**config.mk**
```make
export PLATFORM = sky130hd
export DESIGN_NAME = idw_words
export DESIGN_NICKNAME = d
export VERILOG_FILES = /design/src/verilog/idw_pkg.sv /design/src/verilog/idw_words.sv
export VERILOG_INCLUDE_DIRS = /design/src /design/src/verilog
export SDC_FILE = /design/constraint.sdc
export NUM_CORES = 1
export LEC_CHECK = 0
export BUFFER_PORTS_ARGS = -buffer_cell sky130_fd_sc_hd__buf_4
export CAP_MARGIN = 25
export CORE_MARGIN = 10
export CORE_UTILIZATION = 45
export DETAILED_ROUTE_END_ITERATION = 10
export HOLD_SLACK_MARGIN = 0.08
export PLACE_DENSITY_LB_ADDON = 0.25
export SLEW_MARGIN = 20
export SYNTH_ARGS = -nofsm -noshare
export SYNTH_HDL_FRONTEND = slang
export SYNTH_SLANG_ARGS = --single-unit
```
**constraint.sdc**
```tcl
create_clock -name pclk -period 4.5 [get_ports pclk]
set_input_delay 1.125 -clock pclk [delete_from_list [all_inputs] [get_ports pclk]]
set_output_delay 1.125 -clock pclk [all_outputs]
set_load 0.02 [all_outputs]
```
**src/verilog/idw_regs.svh**
```systemverilog
// Identify words 86-126: offsets, field positions, reset values, fixed words
// Assumes 32-bit APB data with one aligned word per register
`ifndef IDW_REGS_SVH
`define IDW_REGS_SVH
// ****************************************
// Register byte offsets
// ****************************************
`define IDW_OFF_UDMA      8'h00
`define IDW_OFF_ERASE     8'h04
`define IDW_OFF_MPW       8'h08
`define IDW_OFF_RST       8'h0c
`define IDW_OFF_WSEL      8'h10
`define IDW_OFF_WDATA     8'h14
// ****************************************
// Field positions
// ****************************************
`define IDW_UDMA_EN_BIT   3
`define IDW_ERASE_ENH_LSB 16
// ****************************************
// Reset values
// ****************************************
`define IDW_RST_UDMA      4'h0
`define IDW_RST_ERASE     16'h0000
`define IDW_RST_MPW       16'h0000
`define IDW_RST_RSTRES    9'h000
`define IDW_RST_WSEL      8'h56
// ****************************************
// Word indices and fixed contents
// ****************************************
`define IDW_W86           8'h56
`define IDW_W87           8'h57
`define IDW_W88           8'h58
`define IDW_W89           8'h59
`define IDW_W90           8'h5a
`define IDW_W91           8'h5b
`define IDW_W92           8'h5c
`define IDW_W93           8'h5d
`define IDW_W94           8'h5e
`define IDW_W126          8'h7e
`define IDW_VAL86         16'h1808
`define IDW_VAL87         16'h4003
`define IDW_UDMA_SUPP     8'h3f
`define IDW_JUMPER        2'h1
`endif

```
**src/verilog/idw_pkg.sv**
```systemverilog
// Types for the identify-word block
// Assumes the constants header is included by its users
package idw_pkg;
    // Reset-result inputs held by software
    typedef struct packed {
        logic       d1_pdiag;   // Device 1 asserted PDIAG-
        logic       diag_pass;
        logic       pdiag_seen;
        logic       dasp_seen;
        logic       resp_sel1;
        logic [1:0] num_method;
        logic       cblid_high;
        logic       is_dev1;
    } idw_rstres_t;

    // Whole block state
    typedef struct packed {
        logic [3:0]  udma;      // [3] valid, [2:0] selected mode
        logic [15:0] erase_norm;
        logic [15:0] erase_enh;
        logic [15:0] mpw_rev;
        idw_rstres_t rstres;
        logic [7:0]  wsel;
        logic [31:0] prdata;
        logic [15:0] id_data;
        logic        id_valid;
    } idw_state_t;
endpackage : idw_pkg

```
**src/verilog/idw_words.sv**
```systemverilog
// Identify-data words 86..126 with APB configuration registers
// Assumes a synchronous host read port and an APB master on pclk
//
// Operation
// - Word 86 reads 1808h
// - Word 87 reads 4003h
// - Word 88 low byte 3Fh, bits 7-6 zero
// - Word 88 bits 13-8 one-hot selected mode 0-5, zero when not valid or mode 6-7
// - Word 89 normal erase time, two minutes/count
// - Word 90 enhanced erase time, zero unspecified
// - Word 92 stored master password revision
// - Word 93 bit 13 cable-detect level
// - Numbering method codes in 10-9, 2-1
// - First device reset results in low byte
// - Second device fills 12-8, low byte 01h
//
// The APB slave port and the register offsets were decided locally.
`timescale 1ns/1ps
`include "idw_regs.svh"

module idw_words (
    // Clock and reset
    input  wire logic        pclk,
    input  wire logic        presetn,
    // APB slave
    input  wire logic        psel,
    input  wire logic        penable,
    input  wire logic        pwrite,
    input  wire logic [7:0]  paddr,
    input  wire logic [31:0] pwdata,
    output logic      [31:0] prdata,
    output logic             pready,
    output logic             pslverr,
    // Identify word read port
    input  wire logic        id_req,
    input  wire logic [7:0]  id_idx,
    output logic      [15:0] id_data,
    output logic             id_valid
);

    idw_pkg::idw_state_t s_q;
    idw_pkg::idw_state_t s_d;
    logic                wr_acc;
    logic                setup;

    // ****************************************
    // Word assembly
    // ****************************************
    // Shared by the host port and the APB window register
    function automatic logic [15:0] idw_word(input logic [7:0] idx, input idw_pkg::idw_state_t s);
        logic [15:0] w;
        logic [5:0]  sel;
        w   = 16'h0000;
        sel = 6'h00;
        if (s.udma[`IDW_UDMA_EN_BIT] && s.udma[2:0] < 3'h6)
        begin
            sel = 6'(6'h01 << s.udma[2:0]);
        end
        case (idx)
            `IDW_W86: w = `IDW_VAL86;
            `IDW_W87: w = `IDW_VAL87;
            `IDW_W88: w = {2'h0, sel, `IDW_UDMA_SUPP};
            `IDW_W89: w = s.erase_norm;
            `IDW_W90: w = s.erase_enh;
            `IDW_W92: w = s.mpw_rev;
            `IDW_W93:
            begin
                w[15:14] = 2'h1;
                w[13]    = s.rstres.cblid_high;
                w[0]     = 1'b1;
                if (s.rstres.is_dev1)
                begin
                    // Low byte stays cleared apart from bit 0
                    w[12:8] = {1'b0, s.rstres.d1_pdiag, s.rstres.num_method, 1'b1};
                end
                else
                begin
                    w[6] = s.rstres.resp_sel1;
                    w[5] = s.rstres.dasp_seen;
                    w[4] = s.rstres.pdiag_seen;
                    w[3] = s.rstres.diag_pass;
                    w[2:1] = s.rstres.num_method;
                end
            end
            default: w = 16'h0000;
        endcase
        return w;
    endfunction : idw_word

    // ****************************************
    // APB decode
    // ****************************************
    function automatic logic idw_mapped(input logic [7:0] a);
        return a == `IDW_OFF_UDMA || a == `IDW_OFF_ERASE || a == `IDW_OFF_MPW ||
               a == `IDW_OFF_RST  || a == `IDW_OFF_WSEL  || a == `IDW_OFF_WDATA;
    endfunction : idw_mapped

    // Zero wait states; read data is caught in the setup cycle
    assign pready  = 1'b1;
    assign pslverr = psel && penable && !idw_mapped(paddr);
    assign wr_acc  = psel && penable && pwrite && idw_mapped(paddr);
    assign setup   = psel && !penable;

    // ****************************************
    // Next state
    // ****************************************
    always_comb
    begin
        s_d          = s_q;
        s_d.id_valid = id_req;
        if (id_req)
        begin
            s_d.id_data = idw_word(id_idx, s_q);
        end
        if (setup && !pwrite)
        begin
            case (paddr)
                `IDW_OFF_UDMA:  s_d.prdata = {28'h0, s_q.udma};
                `IDW_OFF_ERASE: s_d.prdata = {s_q.erase_enh, s_q.erase_norm};
                `IDW_OFF_MPW:   s_d.prdata = {16'h0, s_q.mpw_rev};
                `IDW_OFF_RST:   s_d.prdata = {23'h0, s_q.rstres};
                `IDW_OFF_WSEL:  s_d.prdata = {24'h0, s_q.wsel};
                `IDW_OFF_WDATA: s_d.prdata = {16'h0, idw_word(s_q.wsel, s_q)};
                default:        s_d.prdata = 32'h0000_0000;
            endcase
        end
        if (wr_acc)
        begin
            case (paddr)
                `IDW_OFF_UDMA:  s_d.udma = pwdata[3:0];
                `IDW_OFF_ERASE:
                begin
                    s_d.erase_norm = pwdata[15:0];
                    s_d.erase_enh  = pwdata[`IDW_ERASE_ENH_LSB +: 16];
                end
                `IDW_OFF_MPW:   s_d.mpw_rev = pwdata[15:0];
                `IDW_OFF_RST:   s_d.rstres  = pwdata[8:0];
                `IDW_OFF_WSEL:  s_d.wsel    = pwdata[7:0];
                default:        s_d.wsel    = s_q.wsel;
            endcase
        end
    end

    // ****************************************
    // State register
    // ****************************************
    always_ff @(posedge pclk or negedge presetn)
    begin
        if (!presetn)
        begin
            s_q.udma       <= `IDW_RST_UDMA;
            s_q.erase_norm <= `IDW_RST_ERASE;
            s_q.erase_enh  <= `IDW_RST_ERASE;
            s_q.mpw_rev    <= `IDW_RST_MPW;
            s_q.rstres     <= `IDW_RST_RSTRES;
            s_q.wsel       <= `IDW_RST_WSEL;
            s_q.prdata     <= 32'h0000_0000;
            s_q.id_data    <= 16'h0000;
            s_q.id_valid   <= 1'b0;
        end
        else
        begin
            s_q <= s_d;
        end
    end

    assign prdata   = s_q.prdata;
    assign id_data  = s_q.id_data;
    assign id_valid = s_q.id_valid;
endmodule : idw_words

```
-- Word-level counts from Yosys, hierarchy flattened
Index checks and enable logic that the tools add are counted.
Widths: inputs -> output; s select.
- memory bits (read-only): 0
- input port bits: 54
- logic and storage cells: 68
- latch bits: 0
- output and inout bits: 51
- memory bits (writable): 0
- bits in registers: 118
- memories: 0
- reductions and logical operators: 21
- $lt $le $gt $ge: 1
- div/mod/pow operators: 0
- multiply operators: 0
- multiplexer cells: 10
- bitwise logic cells: 0
- shift operators: 1
- add/sub/neg operators: 0
- equal/unequal tests: 19
- operators by type and width (cell ; number):
    $pmux 32 s6 ; 1
    $eq 8x7->1 const B ; 14
    $pmux 8 s7 ; 2
    $pmux 7 s7 ; 2
    $eq 8x4->1 const B ; 2
    $eq 8x5->1 const B ; 2
    $mux 6 ; 2
    $reduce_and 2->1 ; 5
    $eq 8x3->1 const B ; 1
    $logic_not 8->1 ; 1
    $logic_and 1x1->1 ; 7
    $pmux 1 s3 ; 2
    $shl 1x3->6 const A ; 1
    $logic_or 1x1->1 ; 5
    $mux 4 ; 1
    $logic_not 1->1 ; 3
    $lt 3x3->1 const B ; 1

-- Logic depth before layout (Yosys ltp)
- depth in word-level cells: 8
- mapped depth: 8
- gate-level depth less buffers: 5

-- Worst setup path after synthesis
No wires, ideal clock.
- kind: input to output
- start point: in paddr[4]
- end point: out pslverr
- stages on the path: 4
- data arrival time: 1.907 ns
- slack: 1.468 ns
- buffers on the path: 1
- required time: 3.375 ns
- path through: buf_6 -> a211oi_2 -> nand2_2 -> and3_1
- longest elaborated chain between the ends: 8
- elaborated cells between the ends (all ways): 13
- those cells by class: eq/ne (5); reduce/logical (8)
- RTL lines (item ; line ; text):
    start: declaration ; idw_words.sv:29 ; input wire logic [7:0] paddr,
    $eq 8x3->1 or $logic_not 8->1 (tied branches) ; n/a ;
    $logic_or 1x1->1 (no line) (4 in a row) ; n/a ;
    $logic_or 1x1->1 (no line) * ; n/a ;
    $logic_not 1->1 * ; idw_words.sv:100 ; assign pslverr = psel && penable && !idw_mapped(paddr);
    $logic_and 1x1->1 * ; idw_words.sv:100 ;
    end: declaration ; idw_words.sv:33 ; output logic pslverr,
Mark *: on every way between the ends. The rest lies on a longest branch, timed or not.

-- Final worst setup path
- start point: in paddr[5]
- end point: out pslverr
Same word-level chain as after synthesis.

==> flow_metrics.py <==
metrics = {
    "synth": {
        "ys_seq_area_frac": 0.441,
        "yosysTopAreaCell": "dfrtp_1",
        "synth_most_common_cell": "dfrtp_1",
        "yosysUniqueCellTypes": 66,
        "async_flop_share": 1.00,
        "synth_commonest_cells": "114 x dfrtp_1, 66 x nand2_1, 65 x mux2_2",
        "ys_top_cells_by_area": "dfrtp_1 43%, mux2_2 11%, buf_4 5.6%",
        "synth_top_cell_area_share": 0.425,
        "yosys_warnings": 0,
        "synthFlopType": "dfrtp_1",
        "syn_area_um2": 6710,
        "syn_area_per_cell_um2": 10.1,
        "ys_seq_elements": 118,
        "synthCells": 663,
        "synth_fp_nets": 717,
        "synth_edf_count": 0,
    },
    "cts": {
        "path_clk_slew_ns": 0.05,
        "post-cts-setup-buffers": 0,
        "htreeDepth": 4,
        "cts_resized": 0,
        "clockBufferDepth": 2,
        "cts_buffers": 17,
        "cts-root-buf": "clkbuf_16",
        "cts_tree": "built",
        "clock_sinks": 118,
        "hold_buffers": 0,
        "clk_latency_ns": 0.42,
    },
    "power_and_ir_drop": {
        "power.density_nw_per_um2": 355,
        "p_sw_frac": 0.208,
        "power_frac_clock": 0.574,
        "power_mw": 2.82,
        "p_comb_frac": 0.047,
        "p_leak_nw": 3.61,
        "p_switching_mw": 0.586,
        "max-vdd-ir-drop_v": 0.000267,
        "p_int_mw": 2.24,
        "sequentialPowerShare": 0.380,
    },
    "floorplan": {
        "dieArea_um2": 20200,
        "die_h_um": 142,
        "start_util": 0.460,
        "io_pins": 105,
        "die_x_um": 142,
        "core_area_um2": 14600,
        "fp-row-count": 44,
    },
    "timing": {
        "whs_ns": 0.467,
        "fin_crit_ns": 3.36,
        "tightest_slew_ns": 0.811,
        "hold_violations": 0,
        "fmax_ghz": 0.297,
        "drv_slew": 0,
        "slew_headroom": 0.460,
        "finalSetupViolations": 0,
        "finClkSkew_ns": 0.00580,
        "timing.final.crit_share": 0.747,
        "rsz0062_at_grt": "no",
        "timing.setup.tns_ns": 0,
        "setup_ws_ns": 1.14,
    },
    "place": {
        "dp_cells": 871,
        "placedInstanceArea_um2": 7240,
        "gpl.final_weighted_congestion": 0.998,
        "dp_slack_ns": 1.15,
        "io_buffers": 103,
        "dpl.hpwl_um": 15900,
    },
    "worst_setup_path": {
        "critPathKind": "in -> out",
        "startpoint_type": "input port",
        "required_ns": 3.38,
        "worstPathMaxFanout": 5,
        "arrival_ns": 2.24,
        "endpoint_kind": "primary output",
    },
    "layout": {
        "nets": 761,
        "fin_cells": 904,
        "fin_util": 0.545,
        "antenna_cells": 0,
        "area_growth_pct": 18.5,
        "n_fill_cell": 1304,
        "design_area_um2": 7950,
        "drive_gt1_frac": 0.317,
    },
    "route": {
        "vias": 5559,
        "drc_errors": 0,
        "wl_per_cell_um": 23.9,
        "ant_nets": 0,
        "firstDrtPassIters": 5,
        "first_iter_violations": 508,
        "wirelength_um": 21600,
        "viasPerCell": 6.15,
    },
    "grt": {
        "grt_overflow_total": 0,
        "grt_pass1_vias": 5725,
        "antenna_found_initial": 0,
        "grt_pass1_wl_um": 33600,
        "grt_use_total": 0.214,
        "grt_max_degree": 64,
    },
    "flow_run": {
        "drv_cap": 0,
    },
    "outcome": {
        "outcome": "finished, final reports clean",
    },
    "min_path": {
        "holdCritPathClass": "reg -> reg",
    },
}
==> path summary, 6_finish.rpt <==
kind	from	to	slack (ns)	cells after the start
setup / recovery	paddr[5]	pslverr	1.14	5
hold / removal	prdata[22]	prdata[22]	0.47	2
setup reg to reg	s_q[51]	prdata[8]	2.06	4
hold reg to reg	prdata[22]	prdata[22]	0.47	2
max in group asynchronous	presetn	s_q[55]	2.88	2
min in group asynchronous	presetn	prdata[28]	0.79	1
==> worst max-delay path, cell delays in order <==
cell	delay (ns)
buf_4	0.13
nor3_2	0.35
nand2_2	0.24
and3_1	0.24
buf_4	0.15
==> layer usage <==
metal | vias up | global-route usage | share of wire
met5 | - | 0 | 0
met4 | 0 | 0.0775 | 0.032
met3 | 48 | 0.0634 | 0.088
met2 | 260 | 0.335 | 0.47
met1 | 2776 | 0.273 | 0.41
li1 | 2475 | - | -
==> state kept, by name, indices dropped and copies added (netlist names) <==
register and count:
s_q 69, prdata 32, id_valid 1, id_data 16
==> placed cells by master (no fill, tap or decap), types with 9 or more instances in the layout <==
cell and instances:
mux2_2 65, a22o_1 14, o21ai_0 26, and3_1 9
nand2_1 66, mux2i_1 13, a221oi_1 12, a22oi_1 29
nor2_1 19, inv_1 27, dfrtp_1 114, a21oi_1 23
o22ai_1 23, nor2b_1 14, nand3_1 26, buf_4 112
clkbuf_16 17
==> layout make-up <==
cell class              instances  area, um^2  area share
multi-input cells             427        3080       0.388
clock buffers                  19         453      0.0570
repair buffers                114         866       0.109
clock inverters                13         250      0.0315
flip-flops and latches        118        2960       0.372
well taps                     184         230      0.0290
inverters                      29         109      0.0137
==> power groups by stage <==
stage	clock (mW)	combinational (mW)	sequential (mW)
detailed placement	0	0.132	1.09
floorplan	0	0.0523	1.09
finish	1.62	0.132	1.07
global route	1.68	0.144	1.07
CTS	1.64	0.132	1.07
global placement	0	0.128	1.09
==> cell families after synthesis <==
family / after synthesis / synth area share
simple gates: 170 / 0.140
other cells: 1 / 0.000559
buf+inv: 118 / 0.100
compound gates: 170 / 0.176
flops: 118 / 0.441
mux: 86 / 0.142
Note: power is estimated with default switching activity, not from simulation.
